<file path="config.mk">
export PLATFORM = sky130hd
export DESIGN_NAME = scfd_top
export DESIGN_NICKNAME = d
export VERILOG_FILES = /design/src/hw/scfd_pkg.sv /design/src/hw/scfd_acq_decode.sv /design/src/hw/scfd_top.sv
export SDC_FILE = /design/constraint.sdc
export NUM_CORES = 2
export LEC_CHECK = 0
export CAP_MARGIN = 30
export CORE_AREA = 2 2 257 259
export DETAILED_ROUTE_END_ITERATION = 12
export DIE_AREA = 0 0 259 261
export DONT_BUFFER_PORTS = 1
export HOLD_SLACK_MARGIN = 0.05
export PLACE_DENSITY = 0.8
export SLEW_MARGIN = 10
export SYNTH_ARGS = -nofsm -noshare
export SYNTH_HDL_FRONTEND = slang
export SYNTH_SLANG_ARGS = --single-unit
</file>
<file path="constraint.sdc">
create_clock -name i_clk_sys -period 4.7 [get_ports i_clk_sys]
set_input_delay 0.94 -clock i_clk_sys [delete_from_list [all_inputs] [get_ports i_clk_sys]]
set_output_delay 0.94 -clock i_clk_sys [all_outputs]
set_load 0.01 [all_outputs]
</file>
<file path="src/hw/scfd_pkg.sv">
// package: register map, field layout, codes and carrier types
package scfd_pkg;

	// register byte offsets on the apb bus
	localparam logic [7:0] OFF_CTRL = 8'h00;
	localparam logic [7:0] OFF_CMD0 = 8'h04;
	localparam logic [7:0] OFF_CMD10 = 8'h08;
	localparam logic [7:0] OFF_CMD14 = 8'h0c;
	localparam logic [7:0] OFF_CMD15 = 8'h10;
	localparam logic [7:0] OFF_DESC0 = 8'h14;
	localparam logic [7:0] OFF_PARAM0 = 8'h24;
	localparam logic [7:0] OFF_STATUS = 8'h34;
	localparam logic [7:0] OFF_DECODE = 8'h38;
	localparam logic [7:0] OFF_REFTAG = 8'h3c;
	localparam logic [7:0] OFF_APPTAG = 8'h40;
	localparam int unsigned NUM_DESC_WORDS = 4;
	localparam int unsigned NUM_PARAM_WORDS = 4;

	// control register fields
	localparam int unsigned CTRL_START_BIT = 0;
	localparam int unsigned CTRL_OP_BIT = 1;
	localparam int unsigned CTRL_ID_LSB = 16;
	// status register fields
	localparam int unsigned STAT_BUSY_BIT = 0;
	localparam int unsigned STAT_DONE_BIT = 1;
	localparam int unsigned STAT_SCT_LSB = 4;
	localparam int unsigned STAT_SC_LSB = 8;

	// command word field positions
	localparam int unsigned CMD0_GATHER_BIT = 15;
	localparam int unsigned CMD10_KIND_LSB = 8;
	localparam int unsigned CMD10_SKIP_BIT = 3;
	localparam int unsigned CMD10_ACTION_LSB = 0;
	localparam int unsigned CMD15_MASK_LSB = 16;
	localparam int unsigned CMD15_APP_LSB = 0;

	// reset values
	localparam logic [31:0] RST_WORD = 32'h0000_0000;
	localparam logic [7:0] RST_SC = 8'h00;

	// reservation kinds: codes inside this span are defined
	localparam logic [7:0] KIND_MIN = 8'h01;
	localparam logic [7:0] KIND_MAX = 8'h06;

	// completion status codes and code types
	localparam logic [7:0] SC_SUCCESS = 8'h00;
	localparam logic [7:0] SC_INVALID_FIELD = 8'h02;
	localparam logic [7:0] SC_CONFLICT = 8'h80;
	localparam logic [7:0] SC_BAD_PROT = 8'h81;
	localparam logic [2:0] SCT_GENERIC = 3'h0;
	localparam logic [2:0] SCT_CMD_SPECIFIC = 3'h1;

	typedef enum logic [2:0] {
		ACT_ACQUIRE = 3'b000,
		ACT_PREEMPT = 3'b001,
		ACT_PREEMPT_ABORT = 3'b010
	} scfd_action_type;

	typedef enum logic [1:0] {
		ST_IDLE = 2'b00,
		ST_DECODE = 2'b01,
		ST_COMPLETE = 2'b10
	} scfd_state_type;

	typedef struct packed {
		logic [7:0] reservation_kind;
		logic skip_key_check;
		logic [2:0] acquire_action;
		logic kind_ok;
		logic action_ok;
		logic [63:0] current_holder_key;
		logic [63:0] preempted_key;
	} scfd_acq_type;

	typedef struct packed {
		logic use_gather;
		logic [63:0] first_page_entry;
		logic [63:0] second_page_entry;
		logic [127:0] first_gather_segment;
	} scfd_desc_type;

	typedef struct packed {
		logic valid;
		logic [31:0] expected_initial_ref_tag;
		logic [15:0] expected_app_tag_mask;
		logic [15:0] expected_app_tag;
	} scfd_prot_type;

	typedef struct packed {
		logic valid;
		logic [2:0] acquire_action;
		logic [7:0] reservation_kind;
		logic skip_key_check;
		logic [63:0] current_holder_key;
		logic [63:0] preempted_key;
	} scfd_resv_type;

	typedef struct packed {
		logic valid;
		logic is_acquire;
		logic [15:0] cmd_id;
		logic [2:0] sct;
		logic [7:0] sc;
	} scfd_cpl_type;

endpackage

</file>
<file path="src/hw/scfd_acq_decode.sv">
// reservation acquire field decoder and data descriptor split
`timescale 1ns/1ps
`default_nettype none

module scfd_acq_decode (
	// command words
	input wire logic [31:0] i_command_word_zero,
	input wire logic [31:0] i_cmd10,
	// data descriptor and fetched parameter structure
	input wire logic [127:0] i_desc,
	input wire logic [127:0] i_param,
	// decoded results
	output scfd_pkg::scfd_acq_type o_acq,
	output scfd_pkg::scfd_desc_type o_desc
);

	// defined reservation kinds are one span of codes
	function automatic logic kind_defined(input logic [7:0] k);
		kind_defined = (k >= scfd_pkg::KIND_MIN) && (k <= scfd_pkg::KIND_MAX);
	endfunction

	// preempt forms both use the second key
	function automatic logic is_preempt(input logic [2:0] a);
		is_preempt = (a == scfd_pkg::ACT_PREEMPT) ||
			(a == scfd_pkg::ACT_PREEMPT_ABORT);
	endfunction

	wire logic [7:0] kind_field;
	wire logic [2:0] action_field;
	wire logic gather_sel;

	// dword 10 fields; reserved bits are not looked at
	assign kind_field = i_cmd10[scfd_pkg::CMD10_KIND_LSB +: 8];
	assign action_field = i_cmd10[scfd_pkg::CMD10_ACTION_LSB +: 3];
	assign o_acq.reservation_kind = kind_field;
	assign o_acq.acquire_action = action_field;
	assign o_acq.skip_key_check = i_cmd10[scfd_pkg::CMD10_SKIP_BIT];
	assign o_acq.kind_ok = kind_defined(kind_field);
	assign o_acq.action_ok = is_preempt(action_field) ||
		(action_field == scfd_pkg::ACT_ACQUIRE);

	// keys from the parameter structure, bytes little endian
	assign o_acq.current_holder_key = i_param[63:0];
	assign o_acq.preempted_key = is_preempt(action_field) ?
		i_param[127:64] : 64'h0;

	// descriptor form chosen by command word zero bit 15
	assign gather_sel = i_command_word_zero[scfd_pkg::CMD0_GATHER_BIT];
	assign o_desc.use_gather = gather_sel;
	assign o_desc.first_page_entry = gather_sel ? 64'h0 : i_desc[63:0];
	assign o_desc.second_page_entry = gather_sel ? 64'h0 : i_desc[127:64];
	assign o_desc.first_gather_segment = gather_sel ? i_desc : 128'h0;

endmodule

`default_nettype wire

</file>
<file path="src/hw/scfd_top.sv">
// command field decoder for read and reservation acquire, apb registers
//
// The APB slave port and the placing of the registers were decided locally.
`timescale 1ns/1ps
`default_nettype none

// What this block does
// - reference tag from all of dword 14
// - tag mask from dword 15 upper half
// - tag value from dword 15 lower half
// - tags ignored unless namespace has protection
// - every read completes with its status
// - conflicting read attributes report code 80h
// - invalid protection settings report code 81h when namespace has protection
// - acquire, preempt and abort forms supported
// - parameters from dword 10 and host structure
// - bit 15 clear selects two page entries
// - bit 15 set selects one gather segment
// - other command fields treated as reserved
// - reservation kind from dword 10 bits 15:8
// - skip flag bypasses current key comparison
// - action from dword 10 bits 2:0
// - kinds 1h to 6h defined, rest reserved
// - current key from structure bytes 7:0
// - preempted key from bytes 15:8 on preempt
module scfd_top (
	// clock and reset
	input wire logic i_clk_sys,
	input wire logic i_sys_rst,
	// apb slave
	input wire logic i_psel,
	input wire logic i_penable,
	input wire logic i_pwrite,
	input wire logic [7:0] i_paddr,
	input wire logic [31:0] i_pwdata,
	input wire logic [3:0] i_pstrb,
	output logic [31:0] o_prdata,
	output logic o_pready,
	output logic o_pslverr,
	// namespace format and read datapath checks
	input wire logic i_ns_prot_formatted,
	input wire logic i_rd_attr_conflict,
	input wire logic i_rd_prot_invalid,
	// decoded outputs
	output scfd_pkg::scfd_prot_type o_prot,
	output scfd_pkg::scfd_resv_type o_resv,
	output scfd_pkg::scfd_desc_type o_desc,
	// completion entry toward the completion queue
	output scfd_pkg::scfd_cpl_type o_cpl
);

	// apply byte enables to a stored word
	function automatic logic [31:0] merge(input logic [31:0] old,
		input logic [31:0] wd, input logic [3:0] be);
		logic [31:0] r;
		r = old;
		for (int b = 0; b < 4; b++) begin
			if (be[b]) begin
				r[b*8 +: 8] = wd[b*8 +: 8];
			end
		end
		merge = r;
	endfunction

	// true when an address falls in a block of words
	function automatic logic in_block(input logic [7:0] a,
		input logic [7:0] base, input int unsigned n);
		in_block = (a >= base) && (a < 8'(base + 8'(4 * n))) &&
			(a[1:0] == 2'b00);
	endfunction

	// software written command words
	logic [31:0] ctrl_q;
	logic [31:0] cmd0_q;
	logic [31:0] cmd10_q;
	logic [31:0] cmd14_q;
	logic [31:0] cmd15_q;
	logic [31:0] desc_q [scfd_pkg::NUM_DESC_WORDS];
	logic [31:0] param_q [scfd_pkg::NUM_PARAM_WORDS];
	// block state
	scfd_pkg::scfd_state_type state_q;
	scfd_pkg::scfd_state_type state_d;
	logic done_q;
	logic done_d;
	logic [2:0] sct_q;
	logic [2:0] sct_d;
	logic [7:0] sc_q;
	logic [7:0] sc_d;
	// bus answer flops
	logic pready_q;
	logic [31:0] prdata_q;
	logic pslverr_q;
	// output flops
	scfd_pkg::scfd_prot_type prot_q;
	scfd_pkg::scfd_prot_type prot_d;
	scfd_pkg::scfd_resv_type resv_q;
	scfd_pkg::scfd_resv_type resv_d;
	scfd_pkg::scfd_desc_type desc_out_q;
	scfd_pkg::scfd_cpl_type cpl_q;
	scfd_pkg::scfd_cpl_type cpl_d;

	// decoder wires
	wire logic [127:0] desc_flat;
	wire logic [127:0] param_flat;
	scfd_pkg::scfd_acq_type acq;
	scfd_pkg::scfd_desc_type desc_dec;

	// bus phase decode
	wire logic acc_fire;
	wire logic wr_fire;
	wire logic pready_d;
	wire logic addr_ok;
	wire logic [31:0] rd_word;
	wire logic busy;
	wire logic is_acquire;
	wire logic start;
	wire logic done_clr;
	wire logic [31:0] status_word;
	wire logic [31:0] decode_word;

	// a transfer is answered one cycle into its access phase
	assign pready_d = i_psel & i_penable & ~pready_q;
	assign acc_fire = i_psel & i_penable & pready_q;
	assign wr_fire = acc_fire & i_pwrite;
	assign busy = (state_q != scfd_pkg::ST_IDLE);
	assign is_acquire = ctrl_q[scfd_pkg::CTRL_OP_BIT];

	// start is taken only while idle; a start while busy is dropped
	assign start = wr_fire && (i_paddr == scfd_pkg::OFF_CTRL) &&
		i_pstrb[0] && i_pwdata[scfd_pkg::CTRL_START_BIT] && !busy;
	assign done_clr = wr_fire && (i_paddr == scfd_pkg::OFF_STATUS) &&
		i_pstrb[0] && i_pwdata[scfd_pkg::STAT_DONE_BIT];

	// mapped addresses
	assign addr_ok = (i_paddr == scfd_pkg::OFF_CTRL) ||
		(i_paddr == scfd_pkg::OFF_CMD0) ||
		(i_paddr == scfd_pkg::OFF_CMD10) ||
		(i_paddr == scfd_pkg::OFF_CMD14) ||
		(i_paddr == scfd_pkg::OFF_CMD15) ||
		in_block(i_paddr, scfd_pkg::OFF_DESC0, scfd_pkg::NUM_DESC_WORDS) ||
		in_block(i_paddr, scfd_pkg::OFF_PARAM0, scfd_pkg::NUM_PARAM_WORDS) ||
		(i_paddr == scfd_pkg::OFF_STATUS) ||
		(i_paddr == scfd_pkg::OFF_DECODE) ||
		(i_paddr == scfd_pkg::OFF_REFTAG) ||
		(i_paddr == scfd_pkg::OFF_APPTAG);

	// read-only views of block state
	assign status_word = {16'h0, sc_q, 1'b0, sct_q, 2'b00, done_q, busy};
	assign decode_word = {11'h0, desc_out_q.use_gather, resv_q.skip_key_check,
		resv_q.acquire_action, 8'h0, resv_q.reservation_kind};

	// read data selection
	assign rd_word =
		(i_paddr == scfd_pkg::OFF_CTRL) ? {ctrl_q[31:2], is_acquire, 1'b0} :
		(i_paddr == scfd_pkg::OFF_CMD0) ? cmd0_q :
		(i_paddr == scfd_pkg::OFF_CMD10) ? cmd10_q :
		(i_paddr == scfd_pkg::OFF_CMD14) ? cmd14_q :
		(i_paddr == scfd_pkg::OFF_CMD15) ? cmd15_q :
		in_block(i_paddr, scfd_pkg::OFF_DESC0, scfd_pkg::NUM_DESC_WORDS) ?
			desc_q[2'(8'(i_paddr - scfd_pkg::OFF_DESC0) >> 2)] :
		in_block(i_paddr, scfd_pkg::OFF_PARAM0, scfd_pkg::NUM_PARAM_WORDS) ?
			param_q[2'(8'(i_paddr - scfd_pkg::OFF_PARAM0) >> 2)] :
		(i_paddr == scfd_pkg::OFF_STATUS) ? status_word :
		(i_paddr == scfd_pkg::OFF_DECODE) ? decode_word :
		(i_paddr == scfd_pkg::OFF_REFTAG) ? prot_q.expected_initial_ref_tag :
		(i_paddr == scfd_pkg::OFF_APPTAG) ?
			{prot_q.expected_app_tag_mask, prot_q.expected_app_tag} :
		32'h0000_0000;

	// bus answer registers
	always_ff @(posedge i_clk_sys) begin
		if (i_sys_rst) begin
			pready_q <= 1'b0;
			prdata_q <= scfd_pkg::RST_WORD;
			pslverr_q <= 1'b0;
		end else begin
			pready_q <= pready_d;
			prdata_q <= (pready_d && !i_pwrite && addr_ok) ? rd_word : 32'h0;
			pslverr_q <= pready_d && !addr_ok; // unmapped gets an error
		end
	end

	// control and command word registers, frozen while busy
	always_ff @(posedge i_clk_sys) begin
		if (i_sys_rst) begin
			ctrl_q <= scfd_pkg::RST_WORD;
			cmd0_q <= scfd_pkg::RST_WORD;
			cmd10_q <= scfd_pkg::RST_WORD;
			cmd14_q <= scfd_pkg::RST_WORD;
			cmd15_q <= scfd_pkg::RST_WORD;
		end else if (wr_fire && !busy) begin
			if (i_paddr == scfd_pkg::OFF_CTRL) begin
				ctrl_q <= merge(ctrl_q, i_pwdata, i_pstrb);
			end
			if (i_paddr == scfd_pkg::OFF_CMD0) begin
				cmd0_q <= merge(cmd0_q, i_pwdata, i_pstrb);
			end
			if (i_paddr == scfd_pkg::OFF_CMD10) begin
				cmd10_q <= merge(cmd10_q, i_pwdata, i_pstrb);
			end
			if (i_paddr == scfd_pkg::OFF_CMD14) begin
				cmd14_q <= merge(cmd14_q, i_pwdata, i_pstrb);
			end
			if (i_paddr == scfd_pkg::OFF_CMD15) begin
				cmd15_q <= merge(cmd15_q, i_pwdata, i_pstrb);
			end
		end
	end

	// descriptor and parameter structure words
	for (genvar g = 0; g < scfd_pkg::NUM_DESC_WORDS; g++) begin : g_desc
		localparam logic [7:0] OFF = 8'(scfd_pkg::OFF_DESC0 + 4 * g);
		always_ff @(posedge i_clk_sys) begin
			if (i_sys_rst) begin
				desc_q[g] <= scfd_pkg::RST_WORD;
			end else if (wr_fire && !busy && i_paddr == OFF) begin
				desc_q[g] <= merge(desc_q[g], i_pwdata, i_pstrb);
			end
		end
		assign desc_flat[g*32 +: 32] = desc_q[g];
	end
	for (genvar g = 0; g < scfd_pkg::NUM_PARAM_WORDS; g++) begin : g_param
		localparam logic [7:0] OFF = 8'(scfd_pkg::OFF_PARAM0 + 4 * g);
		always_ff @(posedge i_clk_sys) begin
			if (i_sys_rst) begin
				param_q[g] <= scfd_pkg::RST_WORD;
			end else if (wr_fire && !busy && i_paddr == OFF) begin
				param_q[g] <= merge(param_q[g], i_pwdata, i_pstrb);
			end
		end
		assign param_flat[g*32 +: 32] = param_q[g];
	end

	// dword 10, descriptor and key decode; other fields unused
	scfd_acq_decode u_acq_decode (
		.i_command_word_zero(cmd0_q),
		.i_cmd10(cmd10_q),
		.i_desc(desc_flat),
		.i_param(param_flat),
		.o_acq(acq),
		.o_desc(desc_dec)
	);

	// sequencer and result selection
	always_comb begin
		state_d = state_q;
		sct_d = sct_q;
		sc_d = sc_q;
		prot_d = prot_q;
		prot_d.valid = 1'b0;
		resv_d = resv_q;
		resv_d.valid = 1'b0;
		cpl_d = cpl_q;
		cpl_d.valid = 1'b0;
		case (state_q)
			scfd_pkg::ST_IDLE: begin
				if (start) begin
					state_d = scfd_pkg::ST_DECODE;
				end
			end
			scfd_pkg::ST_DECODE: begin
				state_d = scfd_pkg::ST_COMPLETE;
				if (!is_acquire) begin
					// tags pass only for a protected namespace
					prot_d.valid = i_ns_prot_formatted;
					prot_d.expected_initial_ref_tag =
						i_ns_prot_formatted ? cmd14_q : 32'h0;
					prot_d.expected_app_tag_mask = i_ns_prot_formatted ?
						cmd15_q[scfd_pkg::CMD15_MASK_LSB +: 16] : 16'h0;
					prot_d.expected_app_tag = i_ns_prot_formatted ?
						cmd15_q[scfd_pkg::CMD15_APP_LSB +: 16] : 16'h0;
					// conflict outranks a bad protection setting
					if (i_rd_attr_conflict) begin
						sct_d = scfd_pkg::SCT_CMD_SPECIFIC;
						sc_d = scfd_pkg::SC_CONFLICT;
					end else if (i_ns_prot_formatted && i_rd_prot_invalid) begin
						sct_d = scfd_pkg::SCT_CMD_SPECIFIC;
						sc_d = scfd_pkg::SC_BAD_PROT;
					end else begin
						sct_d = scfd_pkg::SCT_GENERIC;
						sc_d = scfd_pkg::SC_SUCCESS;
					end
				end else if (!acq.kind_ok || !acq.action_ok) begin
					// reserved code: fail with no reservation pulse; descriptor view still loads
					sct_d = scfd_pkg::SCT_GENERIC;
					sc_d = scfd_pkg::SC_INVALID_FIELD;
				end else begin
					// acquire, preempt or preempt with abort
					resv_d.valid = 1'b1;
					resv_d.acquire_action = acq.acquire_action;
					resv_d.reservation_kind = acq.reservation_kind;
					resv_d.skip_key_check = acq.skip_key_check;
					resv_d.current_holder_key = acq.current_holder_key;
					resv_d.preempted_key = acq.preempted_key;
					sct_d = scfd_pkg::SCT_GENERIC;
					sc_d = scfd_pkg::SC_SUCCESS;
				end
			end
			scfd_pkg::ST_COMPLETE: begin
				// one completion entry per command, pass or fail
				cpl_d.valid = 1'b1;
				cpl_d.is_acquire = is_acquire;
				cpl_d.cmd_id = ctrl_q[scfd_pkg::CTRL_ID_LSB +: 16];
				cpl_d.sct = sct_q;
				cpl_d.sc = sc_q;
				state_d = scfd_pkg::ST_IDLE;
			end
			default: begin
				state_d = scfd_pkg::ST_IDLE;
			end
		endcase
	end

	// done is sticky; a new completion wins over a clear
	assign done_d = cpl_d.valid | (done_q & ~done_clr);

	// state and result registers
	always_ff @(posedge i_clk_sys) begin
		if (i_sys_rst) begin
			state_q <= scfd_pkg::ST_IDLE;
			done_q <= 1'b0;
			sct_q <= scfd_pkg::SCT_GENERIC;
			sc_q <= scfd_pkg::RST_SC;
			prot_q <= '0;
			resv_q <= '0;
			cpl_q <= '0;
		end else begin
			state_q <= state_d;
			done_q <= done_d;
			sct_q <= sct_d;
			sc_q <= sc_d;
			prot_q <= prot_d;
			resv_q <= resv_d;
			cpl_q <= cpl_d;
		end
	end

	// descriptor view is refreshed as each acquire command is decoded
	always_ff @(posedge i_clk_sys) begin
		if (i_sys_rst) begin
			desc_out_q <= '0;
		end else if (state_q == scfd_pkg::ST_DECODE && is_acquire) begin
			desc_out_q <= desc_dec;
		end
	end

	// outputs straight from flops
	assign o_pready = pready_q;
	assign o_prdata = prdata_q;
	assign o_pslverr = pslverr_q;
	assign o_prot = prot_q;
	assign o_resv = resv_q;
	assign o_desc = desc_out_q;
	assign o_cpl = cpl_q;

endmodule

`default_nettype wire

</file>
==> results.toml <==
[setup_path]
r2r_start = "state_q[1]"
crit_chain = "inv_1, ha_2, mux4_2, o21ai_0, o221ai_1, and3_1"
worstPathArrival_ns = 3.82
crit_type = "in2reg"
crit_path_max_fanout = 67
startpoint = "i_paddr[2]"
critPathMaxStageDelay_ns = 0.89
endpoint_kind = "flip-flop"
worst-r2r-cell-count = 6
cp-start-kind = "input port"
rrSetupSlack_ns = 1.45
cp.required_ns = 5.26
cp-endpoint = "o_prdata[31]"
regToRegEndpoint = "o_resv[120]"
slowest_stage = "o21ai_0"

[clock_network]
cts_repair_resize_count = 0
cts_root_buf = "clkbuf_16"
cts_num_sinks = 939
cts.reportedPaths.clkPinSlew_ns = 0.06
insertion_delay_ns = 0.68
cts_buffers = 92
cts-htree-levels = 3
cts_buffer_depth = 3
cts_setup_buffers = 0
cts_hold_buf = 0
cts_tree = "yes"

[floorplan]
rows = 94
fp.coreArea_um2 = 65000
start_util_pct = 59.1
die_w_um = 259
io_pins = 578
die_h_um = 261
die_area_um2 = 67600

[routing]
drtPass1Iterations = 7
vias_per_cell = 6.88
antenna_left = 0
routedWlPerCell_um = 31.2
drc = 0
drt-initial-drc-count = 6310
num_vias = 32900
drt-total-wl_um = 149000

[hold_path]
min_path_type = "in2reg"

[synthesis]
synth-seq-cells = 939
syn_inst = 4044
synthDistinctLibCells = 76
syn_avg_cell_area_um2 = 9.50
synth_area_leaders = "dfxtp_1 (36%), edfxtp_1 (20%), a21oi_1 (8.5%)"
synth_area_um2 = 38400
async_reset_ff_share_pct = 0
synth_ff_type = "dfxtp_1"
yosys.area.top_type = "dfxtp_1"
synth-edff-count = 256
ys_warn_count = 0
synth_top_area_share_pct = 35.6
ys_seq_area_share_pct = 55.6

[grt]
grt_pass1_vias = 28800
grt_overflow = 0
antenna_found_initial = 3
grt_start_max_net_pins = 619
grt_usage_pct = 42.4
grt_first_pass_wirelength_um = 208000

[outcome]
outcome = "finished with violations"
violations = "slew limit"

[placement]
dpl.hpwl_um = 104000
dp_cells = 4588
place_ws_ns = 0.960
io_buffers = 0
globalplace.congestion = 1.06

[finish]
syn2layout_area_growth_pct = 8.61
stdcell_count = 4772
num-nets-final = 3876
fill_cells = 5153
drive_gt1_share_pct = 8.37

[pwr]
power.density_nw_per_um2 = 394
p_leak_nw = 13.8
peakVddDrop_mv = 0.252
power_mw = 16.5

[timing]
fin_crit_ns = 3.25
final_max_slew_viol_count = 297
slew_headroom_pct = -54.5
finalCritPeriodShare_pct = 69.2
fmax_ghz = 0.307
setup-violations-final = 0
final.setup.worst_slack_ns = 1.45
hold_violations = 0
whs_ns = 0.357
worstMarginPinSlew_ns = 2.32
tns_ns = 0
rsz0062_at_grt = "false"
fin_skew_ns = 0.0335

[flow_run]
maxCapViolCount = 0
[final cells by class]
type                       count  area (um^2)  area share (%)
sequential                   939        21400            51.2
multi-input combinational   2713        15500            37.2
clock buffer                 141         2840            6.80
tap                          864         1080            2.59
timing repair buffer          66          596            1.43
clock inverter                31          270           0.647
antenna                       11         27.5          0.0659
inverter                       7         26.3          0.0629
[cells in the final DEF (no fill, tap or decap), drive strengths merged, types with 4 or more instances in the layout]
master and instances:
nand2 732, dfxtp 683, a21oi 651, and2 263, edfxtp 256, nand3 212
o21ai 206, clkbuf 141, nand3b 128, nor2 81, a22o 71, buf 66
mux4 64, o22ai 35, o211ai 34, a21o 30, nor3 19, inv 19
a221oi 18, clkinv 16, a22oi 15, diode 11, o2bb2ai 11, a31oi 10
o221a 8, and3 8, nand2b 7, o221ai 7, conb 7, a221o 6
a211oi 6, or3 5, ha 5, or3b 5, nor4 5, o21bai 4
o2111a 4, nor3b 4, or2 4
[per-layer routing]
layer	track usage (%)	share of wire [%]	vias to the layer above
met5	0	0.038	-
met2	58.9	41	2808
met3	15.8	17	409
met1	58.9	37	15800
met4	19.4	5.4	6
li1	-	-	13800
[per-stage QoR]
stage	utilization (%)	instance area, um^2
2_1_floorplan	-	38500
3_3_place_gp	59.3	38600
3_5_place_dp	59.3	38600
4_1_cts	64.1	41700
5_1_grt	64.1	41700
6_report	64.2	41700
[synth_stat cells, types with 34 or more instances]
library cell and count:
buf_2 39, nor2_1 78, nand3b_1 128, a22o_1 71
o21ai_0 206, dfxtp_1 683, nand3_1 212, mux4_2 64
nand2_1 732, o22ai_1 34, and2_1 263, edfxtp_1 256
clkbuf_1 318, a21oi_1 651
[worst max-delay path: cells and delay by family]
family	cells	cell delay [ns]
compound gates	2	1.17
fa+ha+maj	1	0.75
mux	1	0.58
simple gates	1	0.23
buf+inv	1	0.08
[registers in the layout (all words and copies together) (netlist names), 32 cells and up]
signal,cells
o_desc,257
o_resv,141
desc_q,128
param_q,128
o_prot,65
cmd0_q,32
cmd10_q,32
cmd14_q,32
cmd15_q,32
o_prdata,32
[worst min path at each step]
stage / startpoint / end / slack (ns) / depth (start not counted)
5_1_grt: i_sys_rst / o_resv[119] / 0.37 / 1
6_report: i_sys_rst / o_resv[116] / 0.36 / 1
4_1_cts: i_sys_rst / o_resv[114] / 0.38 / 1
3_5_place_dp: ctrl_q[11] / ctrl_q[11] / 0.47 / 2
3_3_place_gp: ctrl_q[11] / ctrl_q[11] / 0.46 / 2
2_1_floorplan: ctrl_q[21] / o_cpl[16] / 0.44 / 2
[cell families after synthesis]
kind of cell | share of synthesized area [%]
XOR/XNOR | 0.0456
AO/OA/AOI/OAI | 17.5
other | 0.00976
multiplexers | 3.75
adder cells (fa/ha/maj) | 0.163
buffers and inverters | 4.22
AND/OR/NAND/NOR | 18.7
flip-flops | 55.6
[power by group]
part           internal (mW)  switching, mW  leakage [nW]
clock network           4.26           3.29          1.55
logic                  0.154          0.282          4.04
registers               8.37          0.107          8.17
total                   12.8           3.67          13.8
No activity file was read; power rests on OpenSTA's default activity.
